`config.mk`:
```
export PLATFORM = sky130hd
export DESIGN_NAME = standby_and_reset_control
export DESIGN_NICKNAME = d
export VERILOG_FILES = /design/src/rtl/standby_pkg.sv /design/src/rtl/timer_if.sv /design/src/rtl/standby_and_reset_control.sv /design/src/rtl/pin_sync.sv /design/src/rtl/interval_timer.sv
export SDC_FILE = /design/constraint.sdc
export NUM_CORES = 1
export LEC_CHECK = 0
export BUFFER_PORTS_ARGS = -buffer_cell sky130_fd_sc_hd__buf_2
export CAP_MARGIN = 40
export CORE_MARGIN = 2
export CORE_UTILIZATION = 54
export CTS_CLUSTER_SIZE = 8
export DETAILED_ROUTE_END_ITERATION = 6
export GPL_TIMING_DRIVEN = 0
export PLACE_DENSITY = 0.81
export SLEW_MARGIN = 20
export SYNTH_ARGS = -nofsm -noshare
export SYNTH_HDL_FRONTEND = slang
export SYNTH_HIERARCHICAL = 1
export SYNTH_SLANG_ARGS = --single-unit
```
`constraint.sdc`:
```
create_clock -name pclk -period 3.15 [get_ports pclk]
set_input_delay 0.4725 -clock pclk [delete_from_list [all_inputs] [get_ports pclk]]
set_output_delay 0.4725 -clock pclk [all_outputs]
set_load 0.005 [all_outputs]
```
`src/rtl/standby_pkg.sv`:
```
// Constants, offsets and types shared by the standby and reset controller
// ****************************************
// Summary of operation
// ****************************************
// Summary of operation
// - Entering standby stops the oscillator and freezes all internal operation.
// - Entering standby clears the interval timer to zero.
// - Standby keeps memory, registers and latches exactly as before entry.
// - Program counter holds the address after the command write during standby.
// - Standby-request pin level reads as bit 0 of the pin status port.
// - Level-release mode leaves standby whenever the request pin is high.
// - Level mode command with pin high skips standby, starts warm-up at once.
// - Edge-release mode leaves standby only on a rising request-pin edge.
// - Edge-release mode enters standby even when the request pin is high.
// - Command 1101B starts level standby, 0101B edge standby, both 2^14 warm-up.
// - Release restarts the oscillator, then holds operation stopped during warm-up.
// - Software selects the warm-up length among three settings.
// - Warm-up is timed by the interval timer dividing the basic clock.
// - After warm-up, resume at the next instruction with timer counting from zero.
// - Low reset pin also ends standby; a normal reset follows at once.
// - Reset pin high ends reset; fetching starts at address 0000 hex.
// - Reset sets pc 0, status flag 1, bank, irq enables, latches, timer 0.
package standby_pkg;

	localparam int ADDR_W  = 12;
	localparam int DATA_W  = 32;
	localparam int TIMER_W = 18;
	localparam int PC_W    = 14;
	localparam int TAP_W   = 5;

	// ****************************************
	// Register offsets
	// ****************************************
	localparam logic [ADDR_W-1:0] OFF_CMD   = 12'h000;
	localparam logic [ADDR_W-1:0] OFF_PIN   = 12'h004;
	localparam logic [ADDR_W-1:0] OFF_STATE = 12'h008;
	localparam logic [ADDR_W-1:0] OFF_CPU   = 12'h00c;
	localparam logic [ADDR_W-1:0] OFF_IRQ   = 12'h010;
	localparam logic [ADDR_W-1:0] OFF_TIMER = 12'h014;
	localparam logic [ADDR_W-1:0] OFF_PC    = 12'h018;

	// ****************************************
	// Field positions
	// ****************************************
	localparam int CMD_LEVEL_BIT = 3;
	localparam int CMD_ENTER_BIT = 2;
	localparam int CMD_WARM_LSB  = 0;
	localparam int PIN_LEVEL_BIT = 0;
	localparam int CPU_IME_BIT   = 0;
	localparam int CPU_BANK_LSB  = 1;
	localparam int CPU_SF_BIT    = 3;
	localparam int IRQ_MASK_LSB  = 0;
	localparam int IRQ_LATCH_LSB = 4;

	// Warm-up select codes; 00 behaves as the middle setting
	localparam logic [1:0] WARM_SHORT = 2'b11;
	localparam logic [1:0] WARM_MID   = 2'b01;
	localparam logic [1:0] WARM_LONG  = 2'b10;

	// ****************************************
	// Reset values
	// ****************************************
	localparam logic [PC_W-1:0]    RESTART_ADDR     = 14'h0000;
	localparam logic               STATUS_FLAG_INIT = 1'h1;
	localparam logic [1:0]         BANK_INIT        = 2'h0;
	localparam logic               IME_INIT         = 1'h0;
	localparam logic [3:0]         MASK_INIT        = 4'h0;
	localparam logic [5:0]         LATCH_INIT       = 6'h00;
	localparam logic [TIMER_W-1:0] TIMER_INIT       = 18'h00000;
	localparam logic [1:0]         WARM_INIT        = 2'h1;

	typedef enum logic [1:0] {
		ST_RUN     = 2'b00,
		ST_STANDBY = 2'b01,
		ST_WARMUP  = 2'b10,
		ST_RESET   = 2'b11
	} mode_e;

endpackage

```
`src/rtl/timer_if.sv`:
```
// Carrier between the controller and its interval timer
`timescale 1ns/1ps
`default_nettype none
interface timer_if;
	import standby_pkg::*;
	logic                 clear;
	logic                 count_en;
	logic [TAP_W-1:0]     tap_index;
	logic                 tap;
	logic [TIMER_W-1:0]   value;

	modport ctl (output clear, output count_en, output tap_index, input tap, input value);
	modport tmr (input clear, input count_en, input tap_index, output tap, output value);
endinterface
`default_nettype wire

```
`src/rtl/standby_and_reset_control.sv`:
```
// Standby entry, release, warm-up and reset control with APB registers
//
// Implementation choices: the APB slave port and the address map.
`timescale 1ns/1ps
`default_nettype none
module standby_and_reset_control
	import standby_pkg::*;
#(
	parameter logic [TAP_W-1:0] WARM_SHORT_BITS = 5'd12,
	parameter logic [TAP_W-1:0] WARM_MID_BITS   = 5'd14,
	parameter logic [TAP_W-1:0] WARM_LONG_BITS  = 5'd16
) (
	input  wire logic              pclk,
	input  wire logic              presetn,
	input  wire logic [ADDR_W-1:0] paddr,
	input  wire logic              psel,
	input  wire logic              penable,
	input  wire logic              pwrite,
	input  wire logic [DATA_W-1:0] pwdata,
	output var  logic              pready,
	output var  logic [DATA_W-1:0] prdata,
	output var  logic              pslverr,
	input  wire logic              key_input_line0,
	input  wire logic              reset_pin_n,
	output var  logic              osc_enable,
	output var  logic              cpu_run,
	output var  logic              cpu_reset,
	output var  logic              in_standby,
	output var  logic              warming_up,
	output var  logic [PC_W-1:0]   fetch_addr,
	output var  logic              status_flag,
	output var  logic [1:0]        data_bank_select,
	output var  logic              irq_master_enable,
	output var  logic [3:0]        irq_enable_mask,
	output var  logic [5:0]        irq_pending_latches
);

	// ****************************************
	// State
	// ****************************************
	typedef struct packed {
		mode_e             mode;
		logic              level_mode;
		logic [1:0]        warm_sel;
		logic              pin_prev;
		logic [PC_W-1:0]   pc;
		logic              sflag;
		logic [1:0]        bank;
		logic              ime;
		logic [3:0]        mask;
		logic [5:0]        latches;
		logic [DATA_W-1:0] rdata;
		logic              err;
	} ctl_s;

	ctl_s state;
	ctl_s next_state;

	logic [1:0]       synced;
	logic             req_pin;
	logic             rst_pin_n;
	logic             setup;
	logic             access;
	logic             wr_ok;
	logic             bad_addr;
	logic             enter_cmd;
	logic [TAP_W-1:0] warm_bits;
	timer_if          tif ();

	// ****************************************
	// Pin synchronisers
	// ****************************************
	// Both pins idle high, so they start high to avoid a false release or reset
	pin_sync #(
		.WIDTH (2)
	) u_sync (
		.pclk     (pclk),
		.presetn  (presetn),
		.pin_in   ({reset_pin_n, key_input_line0}),
		.pin_init (2'b11),
		.pin_out  (synced)
	);

	assign req_pin   = synced[0];
	assign rst_pin_n = synced[1];

	interval_timer u_timer (
		.pclk    (pclk),
		.presetn (presetn),
		.tif     (tif)
	);

	// ****************************************
	// Warm-up length select
	// ****************************************
	always_comb begin
		unique case (state.warm_sel)
			WARM_SHORT: warm_bits = WARM_SHORT_BITS;
			WARM_LONG:  warm_bits = WARM_LONG_BITS;
			default:    warm_bits = WARM_MID_BITS;
		endcase
	end

	// Warm-up ends when the timer reaches 2^bits basic clock periods
	assign tif.tap_index = warm_bits;

	// ****************************************
	// Bus decode
	// ****************************************
	assign setup  = psel && !penable;
	assign access = psel && penable;
	assign wr_ok  = access && pwrite && !state.err && (state.mode == ST_RUN);

	always_comb begin
		unique case (paddr)
			OFF_CMD, OFF_PIN, OFF_STATE, OFF_CPU, OFF_IRQ, OFF_TIMER, OFF_PC: bad_addr = 1'b0;
			default: bad_addr = 1'b1;
		endcase
	end

	assign enter_cmd = wr_ok && (paddr == OFF_CMD) && pwdata[CMD_ENTER_BIT];

	// ****************************************
	// Control process
	// ****************************************
	always_comb begin
		next_state          = state;
		next_state.pin_prev = req_pin;
		tif.clear           = 1'b0;

		// Read data are captured in the setup cycle so the access phase needs no wait
		if (setup) begin
			next_state.err   = bad_addr;
			next_state.rdata = '0;
			unique case (paddr)
				OFF_CMD: begin
					next_state.rdata[CMD_LEVEL_BIT]            = state.level_mode;
					next_state.rdata[CMD_WARM_LSB +: 2]        = state.warm_sel;
				end
				OFF_PIN: begin
					next_state.rdata[PIN_LEVEL_BIT]            = req_pin;
				end
				OFF_STATE: begin
					next_state.rdata[1:0]                      = state.mode;
				end
				OFF_CPU: begin
					next_state.rdata[CPU_IME_BIT]              = state.ime;
					next_state.rdata[CPU_BANK_LSB +: 2]        = state.bank;
					next_state.rdata[CPU_SF_BIT]               = state.sflag;
				end
				OFF_IRQ: begin
					next_state.rdata[IRQ_MASK_LSB +: 4]        = state.mask;
					next_state.rdata[IRQ_LATCH_LSB +: 6]       = state.latches;
				end
				OFF_TIMER: begin
					next_state.rdata[TIMER_W-1:0]              = tif.value;
				end
				OFF_PC: begin
					next_state.rdata[PC_W-1:0]                 = state.pc;
				end
				default: begin
					next_state.rdata = '0;
				end
			endcase
		end

		// Register writes only land while the core runs; standby freezes them
		if (wr_ok) begin
			unique case (paddr)
				OFF_CMD: begin
					next_state.level_mode = pwdata[CMD_LEVEL_BIT];
					next_state.warm_sel   = pwdata[CMD_WARM_LSB +: 2];
				end
				OFF_CPU: begin
					next_state.ime   = pwdata[CPU_IME_BIT];
					next_state.bank  = pwdata[CPU_BANK_LSB +: 2];
					next_state.sflag = pwdata[CPU_SF_BIT];
				end
				OFF_IRQ: begin
					next_state.mask    = pwdata[IRQ_MASK_LSB +: 4];
					next_state.latches = pwdata[IRQ_LATCH_LSB +: 6];
				end
				OFF_PC: begin
					next_state.pc = pwdata[PC_W-1:0];
				end
				default: begin
					next_state.err = state.err;
				end
			endcase
		end

		unique case (state.mode)
			ST_RUN: begin
				if (enter_cmd) begin
					tif.clear = 1'b1;
					if (pwdata[CMD_LEVEL_BIT] && req_pin) begin
						next_state.mode = ST_WARMUP;
					end else begin
						next_state.mode = ST_STANDBY;
					end
				end
			end
			ST_STANDBY: begin
				// Pc and cpu state are simply not written here, so they keep their values
				if (state.level_mode && req_pin) begin
					next_state.mode = ST_WARMUP;
				end else if (!state.level_mode && req_pin && !state.pin_prev) begin
					next_state.mode = ST_WARMUP;
				end
			end
			ST_WARMUP: begin
				if (tif.tap) begin
					tif.clear       = 1'b1;
					next_state.mode = ST_RUN;
				end
			end
			ST_RESET: begin
				tif.clear = 1'b1;
				if (rst_pin_n) begin
					next_state.mode = ST_RUN;
				end
			end
		endcase

		// Reset pin wins over everything, including a standby in progress
		if (!rst_pin_n) begin
			next_state.mode    = ST_RESET;
			next_state.pc      = RESTART_ADDR;
			next_state.sflag   = STATUS_FLAG_INIT;
			next_state.bank    = BANK_INIT;
			next_state.ime     = IME_INIT;
			next_state.mask    = MASK_INIT;
			next_state.latches = LATCH_INIT;
			tif.clear          = 1'b1;
		end
	end

	always_ff @(posedge pclk or negedge presetn) begin
		if (!presetn) begin
			state.mode       <= ST_RUN;
			state.level_mode <= 1'b0;
			state.warm_sel   <= WARM_INIT;
			state.pin_prev   <= 1'b1;
			state.pc         <= RESTART_ADDR;
			state.sflag      <= STATUS_FLAG_INIT;
			state.bank       <= BANK_INIT;
			state.ime        <= IME_INIT;
			state.mask       <= MASK_INIT;
			state.latches    <= LATCH_INIT;
			state.rdata      <= '0;
			state.err        <= 1'b0;
		end else begin
			state <= next_state;
		end
	end

	// ****************************************
	// Outputs
	// ****************************************
	// Oscillator runs outside standby; warm-up restarts it before anything moves
	assign tif.count_en = (state.mode == ST_RUN) || (state.mode == ST_WARMUP);
	assign osc_enable   = (state.mode != ST_STANDBY);
	assign cpu_run      = (state.mode == ST_RUN);
	assign cpu_reset    = (state.mode == ST_RESET);
	assign in_standby   = (state.mode == ST_STANDBY);
	assign warming_up   = (state.mode == ST_WARMUP);
	assign fetch_addr   = state.pc;

	assign status_flag         = state.sflag;
	assign data_bank_select    = state.bank;
	assign irq_master_enable   = state.ime;
	assign irq_enable_mask     = state.mask;
	assign irq_pending_latches = state.latches;

	assign pready  = 1'b1;
	assign prdata  = state.rdata;
	assign pslverr = access && state.err;

endmodule // standby_and_reset_control
`default_nettype wire

```
`src/rtl/pin_sync.sv`:
```
// Two-stage synchroniser for the asynchronous pins
`timescale 1ns/1ps
`default_nettype none
module pin_sync #(
	parameter int WIDTH = 2
) (
	input  wire logic             pclk,
	input  wire logic             presetn,
	input  wire logic [WIDTH-1:0] pin_in,
	input  wire logic [WIDTH-1:0] pin_init,
	output var  logic [WIDTH-1:0] pin_out
);
	typedef struct packed {
		logic [WIDTH-1:0] stage1;
		logic [WIDTH-1:0] stage2;
	} sync_s;

	sync_s state;
	sync_s next_state;

	always_comb begin
		next_state.stage1 = pin_in;
		next_state.stage2 = state.stage1;
	end

	// Reset value is a constant 1 on every bit; the pin_init vector is not used
	generate
		for (genvar i = 0; i < WIDTH; i++) begin : g_bit
			always_ff @(posedge pclk or negedge presetn) begin
				if (!presetn) begin
					state.stage1[i] <= 1'b1;
					state.stage2[i] <= 1'b1;
				end else begin
					state.stage1[i] <= next_state.stage1[i];
					state.stage2[i] <= next_state.stage2[i];
				end
			end
		end
	endgenerate

	assign pin_out = state.stage2;
endmodule // pin_sync
`default_nettype wire

```
`src/rtl/interval_timer.sv`:
```
// Free-running interval timer used as the clock divider for warm-up
`timescale 1ns/1ps
`default_nettype none
module interval_timer
	import standby_pkg::*;
(
	input  wire logic pclk,
	input  wire logic presetn,
	timer_if.tmr      tif
);
	typedef struct packed {
		logic [TIMER_W-1:0] value;
	} tmr_s;

	tmr_s               state;
	tmr_s               next_state;
	logic [TIMER_W-1:0] value_inc;

	// The tap looks one count ahead so that a warm-up lasts exactly 2^bits periods
	assign value_inc = state.value + 18'h00001;

	always_comb begin
		next_state = state;
		if (tif.clear) begin
			next_state.value = TIMER_INIT;
		end else if (tif.count_en) begin
			next_state.value = value_inc;
		end
	end

	always_ff @(posedge pclk or negedge presetn) begin
		if (!presetn) begin
			state.value <= TIMER_INIT;
		end else begin
			state <= next_state;
		end
	end

	assign tif.value = state.value;
	assign tif.tap   = value_inc[tif.tap_index];
endmodule // interval_timer
`default_nettype wire

```
==> results of run 1 <==
report_power, final:
part,switching [mW],internal [mW]
sequential,0.00781,0.972
clock,0.360,0.367
combinational,0.115,0.0669
state kept, by name, summed over array words and instances (netlist names):
register	flops
prdata	18
u_sync/next_state	2
fetch_addr	14
data_bank_select	2
u_timer/tif.value	18
irq_enable_mask	4
state	7
irq_master_enable	1
status_flag	1
u_sync/pin_out	2
irq_pending_latches	6
metal layers:
layer	vias up	GRT usage	wire, µm
li1	1901	-	-
met1	1930	0.340	5040
met2	169	0.389	5540
met3	31	0.0549	961
met4	0	0.0878	282
met5	-	0	0
cell type report:
class / count / area (µm²)
fill: 663 / 2750
tap: 105 / 131
buffer: 91 / 596
multi-input combinational: 347 / 2240
inverter: 11 / 41.3
sequential: 75 / 1890
clock buffer: 12 / 135
timing repair buffer: 88 / 463
clock inverter: 4 / 51.3
worst max-delay path, cell delays in order (launching register included):
cell       delay (ns)
dfrtp_1          0.37
buf_2            0.22
nand4_2          0.26
o31a_1           0.35
nor3_1           0.20
a211oi_1         0.09
o32ai_2          0.31
o2111ai_2        0.23
o21ai_1          0.17
o211ai_1         0.10
buf_2            0.22
clkbuf_4         0.21
nor2_1           0.12
cell families (layout without fill, tap and decap cells):
kind of cell | Yosys count | in the layout | share of synthesized area
AND/OR/NAND/NOR | 184 | 184 | 0.199
buffers and inverters | 102 | 206 | 0.135
flip-flops | 75 | 75 | 0.405
AO/OA/AOI/OAI | 70 | 70 | 0.103
multiplexers | 50 | 50 | 0.114
XOR/XNOR | 21 | 21 | 0.0395
other | 2 | 21 | 0.00161
adder cells (fa/ha/maj) | 1 | 1 | 0.00268
through the flow:
stage / hold slack, ns / worst slack (ns)
4_1_cts: 0.0569 / 0.0328
6_report: 0.0548 / 0.211
3_3_place_gp: 0.346 / -0.251
2_1_floorplan: 0.177 / 0.424
3_5_place_dp: 0.349 / -0.334
5_1_grt: 0.0712 / -0.0257
cell usage in the layout, fill, tap and decap left out, drive strengths merged, types with 3 or more instances in the layout:
master and count:
nor3 11, nor4 5, dfstp 7, conb 21, a22oi 5, clkbuf 28
a211oi 4, nor2b 7, nand2b 7, o211ai 3, buf 163, o31ai 3
nor2 38, nor3b 3, nand4 16, mux2 4, inv 11, mux2i 45
a21oi 11, o21ai 18, nand3 10, a22o 5, xor2 13, xnor2 8
nand2 76, dfrtp 68
how the worst max path moves through the flow:
stage / from / endpoint / cells after the start / slack, ns
CTS: u_timer/tif.value[0] / u_timer/tif.value[0] / 12 / 0.03
floorplan: state[63] / u_timer/tif.value[0] / 11 / 0.42
global route: state[62] / u_timer/tif.value[14] / 13 / -0.03
finish: u_timer/tif.value[7] / u_timer/tif.value[0] / 12 / 0.21
global placement: state[63] / u_timer/tif.value[2] / 11 / -0.25
detailed placement: state[63] / u_timer/tif.value[1] / 11 / -0.33
repair_timing:
action,in CTS,in global routing
resized for setup,6,9
pin swaps,0,2
setup buffers,0,2
setup endpoints to repair,10,15
==> impl_metrics.ini, run 1 <==
[yosys]
synth_top_cell_area_share = 0.365
synth_seq_cells = 75
syn-cell-area_um2 = 4660
postSynthCellCount = 505
yosysMostFrequentCell = nand2_1
ys.flop_type = dfrtp_1
yosys_warnings = 6
yosys-top-cells-count = nand2_1, dfrtp_1, buf_4, mux2i_1, nor2_1
synth_edf_count = 0
synth_area_leaders = dfrtp_1, buf_4, mux2i_1, nand2_1, dfstp_2
synth_cell_types = 63
yosysSeqAreaShare = 0.405
async_flop_share = 1.00
synth_area_leader_cell = dfrtp_1
avgSynthCellArea_um2 = 9.23

[route]
routed_via_density = 5.50
routed_wl_um = 11800
vias = 4031
drc = 0
ant_nets = 0
drtIter0Drc = 231
first_pass_iters = 5
routedWlPerCell_um = 16.1

[grt]
grt_pass1_vias = 3850
grt_use_total = 0.248
grt_max_degree = 44
grt_pass1_wl_um = 18700
antenna_found_initial = 0
grt.overflow.total = 0

[finish]
stdcell_area_um2 = 5550
antenna_cells = 0
final_cell_count_no_fill = 733
fin_util = 0.669
syn_to_final_growth_pct = 19.1
nNetsFinal = 675
layout-drive-gt1-share = 0.325

[placement]
dp_cells = 714
numPortBuffers = 84
gp_congestion = 0.894
dp.final_hpwl_um = 8870
post_dp_cell_area_um2 = 5310

[clocking]
cts_made_buffers = 9
root_buffer = clkbuf_8
htreeDepth = 3
cts.sinks = 75
cts_hold_buf = 0
cts_buffer_depth = 2
cts_tree = done
clock_latency_ns = 0.35
clkTransAtPathRegs_ns = 0.08

[setup_path]
start_kind = flip-flop
cp_max_fo = 10
reg2reg_from = u_timer/tif.value[7]
worst-setup-path-type = flip-flop to flip-flop
worstPathArrival_ns = 3.21
r2r_slack_ns = 0.21
cp-end-kind = flip-flop
rr_worst_depth = 12
worst_ep_required_time_ns = 3.42
reg2reg_to = u_timer/tif.value[0]

[sta]
report.final.slew_viol_count = 0
max_slew_margin = 0.513
hold_viol = 0
clock_skew_ns = 0.0139
worstMarginPinSlew_ns = 0.728
period_share = 0.933
setup_viol = 0
clock.fmax_mhz = 340
min_period_ns = 2.94
finalSetupTns_ns = 0

[die]
core_um2 = 8300
io_pins = 118
start_util = 0.561
die_w_um = 96.9
die_h_um = 96.9
rows = 33
die_area_um2 = 9390

[pwr]
cellLeakagePower_nw = 2.76
irDropWorstVdd_mv = 0.258
power_mw = 1.89
pwr_density_cell_nw_per_um2 = 340

[run_status]
status = completed

[flow_run]
cap_violations = 0

[min_path]
hold_path.class = input pin to async pin
Note: power is estimated with default switching activity, not from simulation.
==> run 2: changes to the inputs <==
--- a/config.mk
+++ b/config.mk
@@ -13,6 +13,7 @@
 export DETAILED_ROUTE_END_ITERATION = 6
 export GPL_TIMING_DRIVEN = 0
 export PLACE_DENSITY = 0.81
+export RECOVER_POWER = 50
 export SLEW_MARGIN = 20
 export SYNTH_ARGS = -nofsm -noshare
 export SYNTH_HDL_FRONTEND = slang
==> constraint.sdc (replaced) <==
create_clock -name pclk -period 3.15 [get_ports pclk]
set_input_delay 0.4725 -clock pclk [delete_from_list [all_inputs] [get_ports pclk]]
set_output_delay 0.4725 -clock pclk [all_outputs]
set_load 0.01 [all_outputs]
==> run 2 against run 1 <==
The flow now finishes with violations (capacitance limit, slew limit). Non-clock buffer count did not move. Core utilization decreased by 0.51 points. Worst setup slack lost 0.024 ns. Clock-buffer cell count stayed put. Critical path depth up 1. Total power rose by 0.16%. Register-to-register slack worse by 0.02 ns.
==> impl_metrics.ini, run 2 (synthesis gave the netlist of run 1 again) <==
[pwr]
p_comb_frac = 0.098
clockPowerShare = 0.385
pwr_density_cell_nw_per_um2 = 344
pwr-share-seq = 0.518
cellLeakagePower_nw = 2.67
intPower_mw = 1.40
irDropWorstVdd_mv = 0.257
power.switching_mw = 0.489
netSwitchingFraction = 0.258

[clocking]
cts_hold_buf = 0
clkTransAtPathRegs_ns = 0.07
cts.sinks = 75
clock_latency_ns = 0.35
cts_made_buffers = 9
root_buffer = clkbuf_8
cts_buffer_depth = 2
htreeDepth = 3
cts_tree = done

[run_status]
violations = capacitance limit, slew limit
status = finished with violations

[grt]
grt_pass1_wl_um = 18700
grt_use_total = 0.248
grt.overflow.total = 0
antenna_found_initial = 0
grt_max_degree = 44
grt_pass1_vias = 3850

[setup_path]
start_kind = flip-flop
cp-end-kind = flip-flop
worstPathArrival_ns = 3.23
worst-setup-path-type = flip-flop to flip-flop
worst_ep_required_time_ns = 3.42
cp_max_fo = 10

[die]
start_util = 0.561
core_um2 = 8300
io_pins = 118
rows = 33
die_h_um = 96.9
die_area_um2 = 9390
die_w_um = 96.9

[finish]
fin_util = 0.664
nNetsFinal = 675
mostFrequentLayoutCell = nand2_1
layout-drive-gt1-share = 0.291
final_cell_mix = nand2_1, buf_2, dfrtp_1
multi_input_comb_area_um2 = 2240
antenna_cells = 0
syn_to_final_growth_pct = 18.2
fillers = 674
seqCellArea_um2 = 1890

[placement]
numPortBuffers = 84
gp_congestion = 0.894
dp_slack_ns = -0.334
dp.final_hpwl_um = 8870

[flow_run]
cap_violations = 1

[sta]
clock.fmax_mhz = 337
clock_skew_ns = 0.0134
report.final.slew_viol_count = 34
setup_viol = 0
layout_setup_ws_ns = 0.186
min_period_ns = 2.96
max_slew_margin = -0.127
hold_viol = 0
worstMarginPinSlew_ns = 1.69
period_share = 0.941

[route]
routed_wl_um = 11800
drc = 0
drtIter0Drc = 207
ant_nets = 0
routedWlPerCell_um = 16.2
first_pass_iters = 5
routed_via_density = 5.48
vias = 4019

[min_path]
hold_path.class = input pin to flip-flop
==> run 2: path summary, 6_finish.rpt <==
kind | start | end | slack (ns) | cells past startpoint
max | state[62] | u_timer/tif.value[0] | 0.19 | 13
min | reset_pin_n | u_sync/next_state[1] | 0.22 | 1
max reg2reg | state[62] | u_timer/tif.value[0] | 0.19 | 13
min reg2reg | u_sync/next_state[0] | u_sync/pin_out[0] | 0.36 | 0
max in group asynchronous | presetn | u_timer/tif.value[14] | 0.80 | 2
min in group asynchronous | presetn | fetch_addr[1] | 0.55 | 1
==> run 2: layout make-up <==
cell class                      instances  area share
Buffer                                 91       0.108
Inverter                               11     0.00750
Clock buffer                           12      0.0245
Timing Repair Buffer                   88      0.0763
Tap cell                              105      0.0239
Clock inverter                          4     0.00931
Sequential cell                        75       0.343
Multi-Input combinational cell        347       0.408
==> run 2: worst max-delay path: stages (launching register included) <==
cell and delay (ns):
dfstp_2 0.57, nor2_2 0.09, inv_1 0.13, clkbuf_2 0.23, nor2_1 0.10, a2111oi_0 0.40
a221oi_1 0.11, o32ai_2 0.18, o2111ai_2 0.25, o21ai_1 0.19, o211ai_1 0.10, buf_2 0.22
clkbuf_4 0.21, nor2_1 0.12
==> run 2: metrics by stage <==
| step | hold WS (ns) | power (mW) | area, µm² | std cells | setup TNS, ns |
|---|---|---|---|---|---|
| 2_1_floorplan | 0.177 | 1.10 | 4730 | 524 | 0 |
| 3_3_place_gp | 0.346 | 1.17 | 5280 | 713 | -2.44 |
| 3_5_place_dp | 0.349 | 1.18 | 5310 | 714 | -3.26 |
| 4_1_cts | 0.0569 | 1.90 | 5500 | 730 | 0 |
| 5_1_grt | 0.194 | 1.96 | 5510 | 733 | -0.123 |
| 6_report | 0.219 | 1.89 | 5510 | 733 | 0 |
==> run 2: power by group through the flow <==
stage / Sequential, mW / Combinational, mW / Clock, mW
finish: 0.979 / 0.185 / 0.728
global route: 0.980 / 0.205 / 0.778
detailed placement: 1.00 / 0.179 / 0
CTS: 0.983 / 0.180 / 0.734
global placement: 1.00 / 0.172 / 0
floorplan: 0.997 / 0.0992 / 0
==> run 2: what timing repair did <==
action	in CTS	in global routing
buffers inserted	0	2
gates resized for setup	6	9
pin swaps	0	2
endpoints found under the setup margin	10	15
==> run 2: per-layer routing <==
layer  up-vias  share of wire  wire length [µm]  GRT usage
li1       1903              -                 -          -
met1      1924           0.43              5150      0.340
met2       159           0.47              5510      0.389
met3        33          0.074               877     0.0549
met4         0          0.026               313     0.0878
met5         -              0                 0          0
